==> config.mk <==
export PLATFORM = sky130hd
export DESIGN_NAME = ssc_safety_status
export DESIGN_NICKNAME = d
export VERILOG_FILES = /design/src/include/ssc_pkg.sv /design/src/rtl/ssc_safety_status.sv
export VERILOG_INCLUDE_DIRS = /design/src /design/src/include
export SDC_FILE = /design/constraint.sdc
export NUM_CORES = 1
export LEC_CHECK = 0
export ABC_AREA = 0
export BUFFER_PORTS_ARGS = -buffer_cell sky130_fd_sc_hd__buf_2
export CELL_PAD_IN_SITES_DETAIL_PLACEMENT = 1
export CELL_PAD_IN_SITES_GLOBAL_PLACEMENT = 2
export CORE_ASPECT_RATIO = 0.8
export CORE_MARGIN = 2
export CORE_UTILIZATION = 41
export DETAILED_ROUTE_END_ITERATION = 12
export PLACE_DENSITY = 0.95
export SLEW_MARGIN = 20
export SYNTH_ARGS = -nofsm -noshare
export SYNTH_HDL_FRONTEND = slang
export SYNTH_SLANG_ARGS = --single-unit
==> constraint.sdc <==
create_clock -name clk -period 9.9 [get_ports clk]
set_clock_uncertainty 0.2 [all_clocks]
set_input_delay 0.495 -clock clk [delete_from_list [all_inputs] [get_ports clk]]
set_output_delay 0.495 -clock clk [all_outputs]
set_load 0.005 [all_outputs]
==> src/include/ssc_defines.svh <==
// constants of the safety status block: commands, codes, reset values, timing
`ifndef SSC_DEFINES_SVH
`define SSC_DEFINES_SVH
`define SSC_CMD_RD_STAT3 7'h12
`define SSC_CMD_RD_STAT4 7'h13
`define SSC_CMD_RD_STAT5 7'h14
`define SSC_CMD_RD_CFG 7'h15
`define SSC_CMD_WR_CFG 7'h35
`define SSC_CMD_SOFTWARE_LOCK_COMMAND 7'h3A
`define SSC_FRAME_BITS 5'h10
`define SSC_CMD_BITS 5'h08
`define SSC_CODE_STANDBY 3'h0
`define SSC_CODE_RESET 3'h3
`define SSC_CODE_DIAG 3'h7
`define SSC_CODE_ACTIVE 3'h5
`define SSC_CODE_SAFE 3'h4
`define SSC_SPI_OK 2'h0
`define SSC_SPI_SDO 2'h1
`define SSC_SPI_FRAME 2'h3
`define SSC_CFG_RESET 8'h00
`define SSC_CFG_TO_MSB 7
`define SSC_CFG_TO_LSB 5
`define SSC_CFG_THR_MSB 4
`define SSC_CFG_THR_LSB 1
`define SSC_CFG_LOCK_BIT 0
`define SSC_WDCNT_INIT 3'h5
`define SSC_WDCNT_MAX 3'h7
`define SSC_THR_ZERO_AS 4'hF
`define SSC_CLK_MHZ 250
`define SSC_RST_DEG_US 120
`define SSC_DRV_DEG_US 32
`define SSC_SAFE_UNIT_MS 22
`define SSC_LOCK_MS 680
`define SSC_US_PER_MS 1000
`endif

==> src/include/ssc_pkg.sv <==
// types of the safety status block
`default_nettype none
package ssc_pkg;
    typedef enum logic [2:0] {ST_STANDBY, ST_RESET, ST_DIAG, ST_ACTIVE, ST_SAFE} ssc_state_t;
    typedef struct packed {
        logic [1:0] sclk;
        logic [1:0] ncs;
        logic [1:0] mosi;
        logic [1:0] sdo_fb;
        logic [1:0] rst_fb;
        logic [1:0] drv_fb;
    } ssc_sync_t;
    typedef struct packed {
        ssc_sync_t sy;
        logic sclk_prev;
        logic [4:0] bit_cnt;
        logic [7:0] cmd;
        logic [7:0] data;
        logic [7:0] tx;
        logic sdo_bad;
        logic spi_hold;
        logic [1:0] spi_err;
        logic sdo;
        logic sdo_oe_n;
        ssc_state_t fsm;
        logic [2:0] code;
        logic [7:0] cfg;
        logic software_lock_command;
        logic [7:0] us_div;
        logic [9:0] ms_div;
        logic [9:0] safe_ms;
        logic [6:0] rst_deg;
        logic [6:0] drv_deg;
        logic rst_err;
        logic drv_err;
        logic logic_test_running;
        logic analog_test_running;
        logic logic_test_error;
        logic analog_test_error;
        logic clk_loss;
        logic mcu_err;
        logic watchdog_error_flag;
        logic trim_err;
        logic [2:0] wd_cnt;
        logic rst_out;
        logic drv_out;
    } ssc_regs_t;
endpackage : ssc_pkg
`default_nettype wire

==> src/rtl/ssc_safety_status.sv <==
// safety status registers, safe-state timing and serial register access
`default_nettype none
`include "ssc_defines.svh"
module ssc_safety_status #(
    parameter int US_CYCLES = `SSC_CLK_MHZ,
    parameter int US_PER_MS = `SSC_US_PER_MS,
    parameter int RST_DEG_US = `SSC_RST_DEG_US,
    parameter int DRV_DEG_US = `SSC_DRV_DEG_US
) (
    input wire logic clk,
    input wire logic reset_n,
    input wire logic logic_self_test_reinit,
    input wire logic spi_sclk,
    input wire logic spi_ncs_n,
    input wire logic spi_mosi,
    input wire logic sdo_readback,
    input wire logic mcu_reset_in,
    input wire logic drive_enable_in,
    input wire logic wake,
    input wire logic reset_done,
    input wire logic diag_exit,
    input wire logic safe_request,
    input wire logic drive_request,
    input wire logic reset_monitor_disable,
    input wire logic safe_timeout_disable,
    input wire logic watchdog_reset_enable,
    input wire logic error_monitor_enable,
    input wire logic [3:0] device_error_counter,
    input wire logic logic_test_busy,
    input wire logic logic_test_fail,
    input wire logic analog_test_busy,
    input wire logic analog_test_fail,
    input wire logic clock_loss,
    input wire logic error_pin_fault,
    input wire logic wd_good,
    input wire logic wd_bad,
    input wire logic diag_timeout,
    input wire logic trim_mismatch,
    output logic spi_sdo,
    output logic spi_sdo_oe_n,
    output logic mcu_reset_out,
    output logic drive_enable_out,
    output logic [2:0] state_code_field
);
    if (US_CYCLES < 2 || US_CYCLES > 256 || US_PER_MS < 2 || US_PER_MS > 1024 ||
        RST_DEG_US < 1 || RST_DEG_US > 127 || DRV_DEG_US < 1 || DRV_DEG_US > 127) begin : g_chk
        $error("ssc_safety_status: parameter out of range");
    end

    ssc_pkg::ssc_regs_t r_ff;
    ssc_pkg::ssc_regs_t nxt_r;
    logic frame_end;
    logic reset_trunc;
    logic lock_reached;
    logic [9:0] safe_lim;

    function automatic logic [2:0] code_of(input ssc_pkg::ssc_state_t s);
        unique case (s)
            ssc_pkg::ST_STANDBY: return `SSC_CODE_STANDBY;
            ssc_pkg::ST_RESET: return `SSC_CODE_RESET;
            ssc_pkg::ST_DIAG: return `SSC_CODE_DIAG;
            ssc_pkg::ST_ACTIVE: return `SSC_CODE_ACTIVE;
            ssc_pkg::ST_SAFE: return `SSC_CODE_SAFE;
            default: return `SSC_CODE_RESET;
        endcase
    endfunction : code_of

    // counts deglitch microseconds while mismatched, drops to zero at once
    function automatic logic [6:0] deg_next(input logic [6:0] cnt, input logic bad,
                                            input logic tick, input logic [6:0] lim);
        if (!bad) return 7'h00;
        if (tick && cnt < lim) return cnt + 7'h01;
        return cnt;
    endfunction : deg_next

    function automatic logic is_read(input logic [6:0] c);
        return c == `SSC_CMD_RD_STAT3 || c == `SSC_CMD_RD_STAT4 ||
               c == `SSC_CMD_RD_STAT5 || c == `SSC_CMD_RD_CFG;
    endfunction : is_read

    always_comb begin
        logic sclk_s;
        logic rise;
        logic fall;
        logic us_tick;
        logic ms_tick;
        logic err_other;
        logic valid;
        logic logic_self_test_done;
        logic analog_self_test_done;
        logic st4_read;
        logic [6:0] op;
        logic [3:0] thr;
        logic [7:0] rd;
        sclk_s = r_ff.sy.sclk[1];
        rise = 1'b0;
        fall = 1'b0;
        us_tick = 1'b0;
        ms_tick = 1'b0;
        err_other = 1'b0;
        valid = 1'b0;
        st4_read = 1'b0;
        logic_self_test_done = 1'b0;
        analog_self_test_done = 1'b0;
        op = r_ff.cmd[7:1];
        thr = r_ff.cfg[`SSC_CFG_THR_MSB:`SSC_CFG_THR_LSB];
        rd = 8'h00;
        nxt_r = r_ff;
        nxt_r.sy.sclk = {r_ff.sy.sclk[0], spi_sclk};
        nxt_r.sy.ncs = {r_ff.sy.ncs[0], spi_ncs_n};
        nxt_r.sy.mosi = {r_ff.sy.mosi[0], spi_mosi};
        nxt_r.sy.sdo_fb = {r_ff.sy.sdo_fb[0], sdo_readback};
        nxt_r.sy.rst_fb = {r_ff.sy.rst_fb[0], mcu_reset_in};
        nxt_r.sy.drv_fb = {r_ff.sy.drv_fb[0], drive_enable_in};

        // time base: microsecond and millisecond ticks
        if (r_ff.us_div == 8'(US_CYCLES - 1)) begin
            nxt_r.us_div = 8'h00;
            us_tick = 1'b1;
        end else begin
            nxt_r.us_div = r_ff.us_div + 8'h01;
        end
        if (us_tick) begin
            if (r_ff.ms_div == 10'(US_PER_MS - 1)) begin
                nxt_r.ms_div = 10'h000;
                ms_tick = 1'b1;
            end else begin
                nxt_r.ms_div = r_ff.ms_div + 10'h001;
            end
        end

        // serial frame: sample on rising clock, shift out on falling clock
        nxt_r.sclk_prev = sclk_s;
        rise = sclk_s && !r_ff.sclk_prev;
        fall = !sclk_s && r_ff.sclk_prev;
        nxt_r.sdo_oe_n = r_ff.sy.ncs[1];
        frame_end = r_ff.sy.ncs[1] && !r_ff.sdo_oe_n;
        reset_trunc = 1'b0;
        unique case (op)
            `SSC_CMD_RD_STAT3: rd = {2'b00, r_ff.rst_err, r_ff.logic_test_error, r_ff.analog_test_error,
                                     r_ff.analog_test_error, r_ff.logic_test_running, r_ff.analog_test_running};
            `SSC_CMD_RD_STAT4: rd = {r_ff.spi_err, r_ff.clk_loss, 1'b0, r_ff.mcu_err,
                                     r_ff.watchdog_error_flag, r_ff.drv_err, r_ff.trim_err};
            `SSC_CMD_RD_STAT5: rd = {5'h00, r_ff.code};
            `SSC_CMD_RD_CFG: rd = r_ff.cfg;
            default: rd = 8'h00;
        endcase
        if (!r_ff.sy.ncs[1] && r_ff.sdo_oe_n) begin
            nxt_r.bit_cnt = 5'h00;
            nxt_r.sdo_bad = 1'b0;
            nxt_r.tx = 8'h00;
            nxt_r.sdo = 1'b0;
        end else if (!r_ff.sy.ncs[1]) begin
            if (rise) begin
                if (r_ff.bit_cnt < `SSC_CMD_BITS) begin
                    nxt_r.cmd = {r_ff.cmd[6:0], r_ff.sy.mosi[1]};
                end else begin
                    nxt_r.data = {r_ff.data[6:0], r_ff.sy.mosi[1]};
                end
                if (r_ff.bit_cnt != 5'h1F) begin
                    nxt_r.bit_cnt = r_ff.bit_cnt + 5'h01;
                end
                if (r_ff.sy.sdo_fb[1] != r_ff.sdo) begin
                    nxt_r.sdo_bad = 1'b1;
                end
            end
            if (fall) begin
                if (r_ff.bit_cnt == `SSC_CMD_BITS) begin
                    nxt_r.sdo = rd[7];
                    nxt_r.tx = {rd[6:0], 1'b0};
                end else begin
                    nxt_r.sdo = r_ff.tx[7];
                    nxt_r.tx = {r_ff.tx[6:0], 1'b0};
                end
            end
        end
        if (frame_end) begin
            // undefined opcodes include writes to read-only registers
            err_other = r_ff.bit_cnt != `SSC_FRAME_BITS || !(^r_ff.cmd) ||
                        !(is_read(op) || op == `SSC_CMD_WR_CFG || op == `SSC_CMD_SOFTWARE_LOCK_COMMAND);
            valid = !err_other && !r_ff.sdo_bad;
            reset_trunc = r_ff.bit_cnt < `SSC_FRAME_BITS && !r_ff.rst_out;
            st4_read = valid && op == `SSC_CMD_RD_STAT4;
            if (reset_trunc) begin
                nxt_r.spi_hold = 1'b1;
            end else if (r_ff.sdo_bad) begin
                nxt_r.spi_err = `SSC_SPI_SDO;
                nxt_r.spi_hold = 1'b0;
            end else if (err_other) begin
                nxt_r.spi_err = `SSC_SPI_FRAME;
                nxt_r.spi_hold = 1'b0;
            end else if (is_read(op)) begin
                nxt_r.spi_err = `SSC_SPI_OK;
                nxt_r.spi_hold = 1'b0;
            end else if (!r_ff.spi_hold) begin
                nxt_r.spi_err = `SSC_SPI_OK;
            end
            if (valid && op == `SSC_CMD_WR_CFG && r_ff.fsm == ssc_pkg::ST_DIAG &&
                !r_ff.software_lock_command && !r_ff.cfg[`SSC_CFG_LOCK_BIT]) begin
                nxt_r.cfg = r_ff.data;
            end
            if (valid && op == `SSC_CMD_SOFTWARE_LOCK_COMMAND) begin
                nxt_r.software_lock_command = 1'b1;
            end
        end

        // readback monitors, deglitched in microseconds
        nxt_r.rst_deg = deg_next(r_ff.rst_deg, r_ff.rst_out && !r_ff.sy.rst_fb[1], us_tick,
                                 7'(RST_DEG_US));
        nxt_r.rst_err = nxt_r.rst_deg >= 7'(RST_DEG_US);
        nxt_r.drv_deg = deg_next(r_ff.drv_deg, r_ff.drv_out != r_ff.sy.drv_fb[1], us_tick,
                                 7'(DRV_DEG_US));
        nxt_r.drv_err = nxt_r.drv_deg >= 7'(DRV_DEG_US);

        // self tests; a failure in the completing cycle wins over the clear
        nxt_r.logic_test_running = logic_test_busy;
        nxt_r.analog_test_running = analog_test_busy;
        logic_self_test_done = r_ff.logic_test_running && !logic_test_busy;
        analog_self_test_done = r_ff.analog_test_running && !analog_test_busy;
        if (logic_test_fail) begin
            nxt_r.logic_test_error = 1'b1;
        end else if (logic_self_test_done) begin
            nxt_r.logic_test_error = 1'b0;
        end
        if (analog_test_fail) begin
            nxt_r.analog_test_error = 1'b1;
        end else if (analog_self_test_done) begin
            nxt_r.analog_test_error = 1'b0;
        end
        nxt_r.clk_loss = clock_loss || analog_self_test_done || (r_ff.clk_loss && !st4_read);
        nxt_r.mcu_err = (error_pin_fault && error_monitor_enable) ||
                        (r_ff.mcu_err && !st4_read);
        nxt_r.trim_err = r_ff.trim_err || trim_mismatch;

        // safe-state time-out; threshold 0 behaves as 15
        if (thr == 4'h0) begin
            thr = `SSC_THR_ZERO_AS;
        end
        lock_reached = {1'b0, device_error_counter} >= {1'b0, thr} + 5'h01;
        safe_lim = lock_reached ? 10'(`SSC_LOCK_MS) :
                   10'({r_ff.cfg[`SSC_CFG_TO_MSB:`SSC_CFG_TO_LSB], 1'b1}) *
                   10'(`SSC_SAFE_UNIT_MS);
        if (r_ff.fsm != ssc_pkg::ST_SAFE) begin
            nxt_r.safe_ms = 10'h000;
        end else if (ms_tick && r_ff.safe_ms != 10'h3FF) begin
            nxt_r.safe_ms = r_ff.safe_ms + 10'h001;
        end

        unique case (r_ff.fsm)
            ssc_pkg::ST_STANDBY: begin
                if (wake) nxt_r.fsm = ssc_pkg::ST_RESET;
            end
            ssc_pkg::ST_RESET: begin
                if (reset_done) nxt_r.fsm = ssc_pkg::ST_DIAG;
            end
            ssc_pkg::ST_DIAG: begin
                if ((r_ff.analog_test_error && !r_ff.analog_test_running) || safe_request) begin
                    nxt_r.fsm = ssc_pkg::ST_SAFE;
                end else if (diag_exit) begin
                    nxt_r.fsm = ssc_pkg::ST_ACTIVE;
                end
            end
            ssc_pkg::ST_ACTIVE: begin
                if (safe_request || (r_ff.rst_err && !reset_monitor_disable) ||
                    (error_pin_fault && error_monitor_enable)) begin
                    nxt_r.fsm = ssc_pkg::ST_SAFE;
                end
            end
            ssc_pkg::ST_SAFE: begin
                if (!(lock_reached && safe_timeout_disable) && r_ff.safe_ms >= safe_lim) begin
                    nxt_r.fsm = ssc_pkg::ST_RESET;
                end
            end
        endcase

        // watchdog fail counter, reloaded on entry to diagnostic or active
        if (nxt_r.fsm != r_ff.fsm &&
            (nxt_r.fsm == ssc_pkg::ST_DIAG || nxt_r.fsm == ssc_pkg::ST_ACTIVE)) begin
            nxt_r.wd_cnt = `SSC_WDCNT_INIT;
        end else if (wd_bad && r_ff.wd_cnt != `SSC_WDCNT_MAX) begin
            nxt_r.wd_cnt = r_ff.wd_cnt + 3'h1;
        end else if (!wd_bad && wd_good && r_ff.wd_cnt != 3'h0) begin
            nxt_r.wd_cnt = r_ff.wd_cnt - 3'h1;
        end
        nxt_r.watchdog_error_flag = (wd_bad && r_ff.wd_cnt == `SSC_WDCNT_MAX && watchdog_reset_enable) ||
                       (diag_timeout && r_ff.fsm == ssc_pkg::ST_DIAG) ||
                       (r_ff.watchdog_error_flag && !st4_read);

        // re-initialisation after the logic self test
        if (logic_self_test_reinit) begin
            nxt_r.fsm = ssc_pkg::ST_RESET;
            nxt_r.wd_cnt = `SSC_WDCNT_INIT;
            nxt_r.spi_err = `SSC_SPI_OK;
            nxt_r.spi_hold = 1'b0;
            nxt_r.clk_loss = 1'b0;
            nxt_r.mcu_err = 1'b0;
            nxt_r.watchdog_error_flag = 1'b0;
        end
        nxt_r.code = code_of(nxt_r.fsm);
        nxt_r.rst_out = nxt_r.fsm == ssc_pkg::ST_DIAG || nxt_r.fsm == ssc_pkg::ST_ACTIVE ||
                        nxt_r.fsm == ssc_pkg::ST_SAFE;
        nxt_r.drv_out = drive_request && nxt_r.fsm == ssc_pkg::ST_ACTIVE &&
                        nxt_r.wd_cnt < `SSC_WDCNT_INIT;
    end

    always_ff @(posedge clk) begin
        if (!reset_n) begin
            r_ff <= '0;
            r_ff.sy.ncs <= 2'h3;
            r_ff.sdo_oe_n <= 1'b1;
            r_ff.fsm <= ssc_pkg::ST_RESET;
            r_ff.code <= `SSC_CODE_RESET;
            r_ff.cfg <= `SSC_CFG_RESET;
            r_ff.wd_cnt <= `SSC_WDCNT_INIT;
        end else begin
            r_ff <= nxt_r;
        end
    end

    assign spi_sdo = r_ff.sdo;
    assign spi_sdo_oe_n = r_ff.sdo_oe_n;
    assign mcu_reset_out = r_ff.rst_out;
    assign drive_enable_out = r_ff.drv_out;
    assign state_code_field = r_ff.code;
endmodule : ssc_safety_status
`default_nettype wire

==> run_results.csv <==
group,metric,value,unit
outcome,status,"finished, final reports clean",
setup_path,cp.arrival,4.73,ns
setup_path,worstSetupEndpoint,"mcu_reset_out$_SDFF_PN0_",
clock_tree,insertion_delay,0.43,ns
layout,fin_cells,917,
setup_path,criticalPathCategory,"register to register",
setup_path,critical_path_depth,16,
setup_path,path_max_fanout,7,
synth,synth_top_family_by_area,"simple AND/OR/NAND/NOR gates",
clock_tree,path_clk_slew,0.06,ns
floorplan,design.die.area,0.0157,sq mm
detailed_routing,postRouteWirelength,15700,um
setup_path,cp_common_cell,"ha_1",
synth,synthMuxAreaShare,4.82,%
synth,synth_cells,682,
synth,yosys.area_share.simple,26.2,%
clock_tree,cts_tree,"yes",
clock_tree,htreeDepth,4,
synth,synth_compound_area_share,11.1,%
floorplan,row_count,39,
job,cap_violations,0,
layout,final_nets,790,
global_routing,gr-total-overflow,0,
global_routing,grt_use_total,21.1,%
floorplan,fp.dieW,140,um
synth,async_flop_share,0,%
setup_path,r2r_end,"mcu_reset_out$_SDFF_PN0_",
synth,ys_seq_area_share,39.4,%
setup_path,r2r_setup_slack,5.28,ns
layout,layout_common_cells,"119 x dfxtp_1, 85 x nor2_1, 53 x nand2_1",
sta,relSlewSlack,31.5,%
power_and_ir_drop,ir_drop,126,uV
setup_path,endpoint_kind,"register",
global_routing,grt_start_max_net_pins,39,
power_and_ir_drop,power.leakage,2.71,nW
clock_tree,clockBufferDepth,2,
setup_path,crit_family,"simple AND/OR/NAND/NOR gates",
placed_design,io_buffers,38,
detailed_routing,post_drt_via_cell_ratio,5.39,
placed_design,place_hpwl,11600,um
setup_path,crit_path_top_delay_cell,"a2111oi_0",
synth,syn_avg_cell_area,8.87,sq um
setup_path,max_stage_delay,0.60,ns
power_and_ir_drop,cellPowerDensity,167,mW/mm^2
setup_path,cp_cell_sequence,"inv_1 -> ha_1 -> nor3b_1 -> nor2_1 -> ha_1 -> nand2b_1 -> a2111oi_0 -> nor4_1 -> or2_2 -> ha_1 -> a222oi_1 -> nand2_1 -> nor3_1 -> nor4_1 -> or2_2 -> o41ai_1",
clock_tree,cts_setup_buffers,0,
layout,drive_gt1_share,11.6,%
sta,setup_viol,0,
floorplan,pin_count,39,
synth,yosysWarnings,0,
synth,synthXorXnorAreaFrac,7.24,%
detailed_routing,top_layer,"met4",
setup_path,cp_num_buf_inv,1,
synth,netlist_area,0.00605,sq mm
detailed_routing,wl_met3,696,um
setup_path,worstSetupStartpointType,"register",
layout,mostFrequentLayoutCell,"dfxtp_1",
sta,hold_viol,0,
clock_tree,cts_root_buffer,"clkbuf_16",
sta,max_freq,216,MHz
floorplan,core,0.0143,sq mm
sta,whs,0.0627,ns
clock_tree,cts.sinks,119,
floorplan,initial_utilization,42.2,%
synth,synthAdderAreaFrac,7.98,%
sta,finalMaxSlewViolations,0,
min_path,hold_path.startpoint,"spi_ncs_n",
sta,rsz0062_at_grt,"no",
placed_design,dp.cells,885,
synth,synth_ff_type,"dfxtp_1",
detailed_routing,via_count,4945,
detailed_routing,dr.pass1.iters,6,
global_routing,grt_pass1_wl,26400,um
global_routing,first_global_vias,5326,
setup_path,cp-startpoint,"r_ff[59]$_SDFFE_PN0P_",
detailed_routing,wl_met1,7690,um
floorplan,fp.dieH,113,um
clock_tree,cts.repair.resized,0,
sta,fin_crit_sh,46.7,%
sta,worst_pin_slew,1.02,ns
synth,ys_ff_latch,119,
synth,synth_nets,752,
sta,min_period,4.62,ns
setup_path,worstReg2RegStart,"r_ff[59]$_SDFFE_PN0P_",
clock_tree,numCtsBuffers,17,
clock_tree,holdBufCountCts,0,
detailed_routing,wl_per_cell,17.1,um
detailed_routing,drtIter0Drc,264,
synth,synth.distinct_cells,66,
min_path,hp-class,"input port to register",
detailed_routing,ant_nets,0,
synth,synth_edf_count,0,
placed_design,globalplace.congestion,0.853,
sta,tns,0,ns
detailed_routing,route.met2.wl,6970,um
layout,area_delta_synth_final,15.3,%
global_routing,antenna_found_initial,0,
detailed_routing,drc,0,
setup_path,rr_worst_depth,16,
setup_path,cp.required,10.01,ns
worst min path at each step:
stage | slack [ns] | end | cells past startpoint
floorplan | 0.19 | nxt_r[72]$_SDFF_PN1_ | 1
global placement | 0.20 | nxt_r[72]$_SDFF_PN1_ | 1
detailed placement | 0.21 | nxt_r[72]$_SDFF_PN1_ | 1
CTS | 0.05 | nxt_r[117]$_SDFF_PN1_ | 2
global route | 0.06 | nxt_r[117]$_SDFF_PN1_ | 2
finish | 0.06 | nxt_r[117]$_SDFF_PN1_ | 2
per-stage QoR:
stage	utilization, %	cell area [sq um]	setup WS [ns]	power [mW]
after CTS	48.6	6970	5.26	1.18
after global placement	44.5	6380	5.69	0.549
after global routing	48.6	6970	4.81	1.21
after floorplan	-	6050	6.00	0.534
after detailed placement	44.5	6380	5.38	0.552
final	48.6	6970	5.28	1.17
synthesized netlist by cell type (3+ instances only):
cell type	instances	area share (%)
and3_1	8	0.83
a21oi_1	28	2.3
a22oi_1	7	0.87
or3b_2	3	0.43
o21ai_0	18	1.5
dfxtp_1	119	39
nand3b_1	4	0.50
buf_4	3	0.37
nor3_1	17	1.4
o21a_1	6	0.74
nor2_1	85	5.3
nand4_1	16	1.7
a211oi_1	4	0.50
xor2_1	22	3.2
and4_1	4	0.58
or2_2	5	0.52
a21boi_0	3	0.37
inv_1	25	1.6
nand2_1	53	3.3
or3_1	3	0.31
nor3b_1	3	0.37
xnor2_1	28	4.1
a31oi_1	5	0.52
clkbuf_1	14	0.87
mux2i_1	28	4.6
ha_1	37	7.7
nand2b_1	17	1.8
nor2b_1	37	3.8
nand3_1	13	1.1
and2_1	15	1.6
kinds of logic (layout without fill, tap and decap cells):
group,Yosys count,in the layout
simple gates,301,301
flops,119,119
compound gates,99,99
xor+xnor,50,50
buf+inv,46,96
fa+ha+maj,38,38
mux,29,29
other cells,0,1
registers in the layout, summed over array words and instances (netlist names):
signal,cells
r_ff,104
mcu_reset_out,1
spi_sdo,1
state_code_field,3
drive_enable_out,1
spi_sdo_oe_n,1
nxt_r,8
report_power, final:
| group | switching [mW] | internal, mW | total, mW |
|---|---|---|---|
| clock | 0.218 | 0.408 | 0.626 |
| sequential | 0.00829 | 0.487 | 0.495 |
| combinational | 0.0261 | 0.0205 | 0.0466 |
| total | 0.253 | 0.915 | 1.17 |
metal layers:
metal  global-route usage (%)  vias up
met1                     27.9     2367
li1                         -     2453
met5                        0        -
met2                     33.1       99
met3                     5.25       26
met4                     9.07        0
final cells by class:
class | count | area (sq um)
fill | 1701 | 7370
multi-input combinational | 517 | 3470
sequential | 119 | 2380
clock buffer | 24 | 472
tap | 184 | 230
timing repair buffer | 40 | 205
clock inverter | 7 | 119
inverter | 25 | 93.8
antenna | 1 | 2.50
No activity file was read; power rests on OpenSTA's default activity.
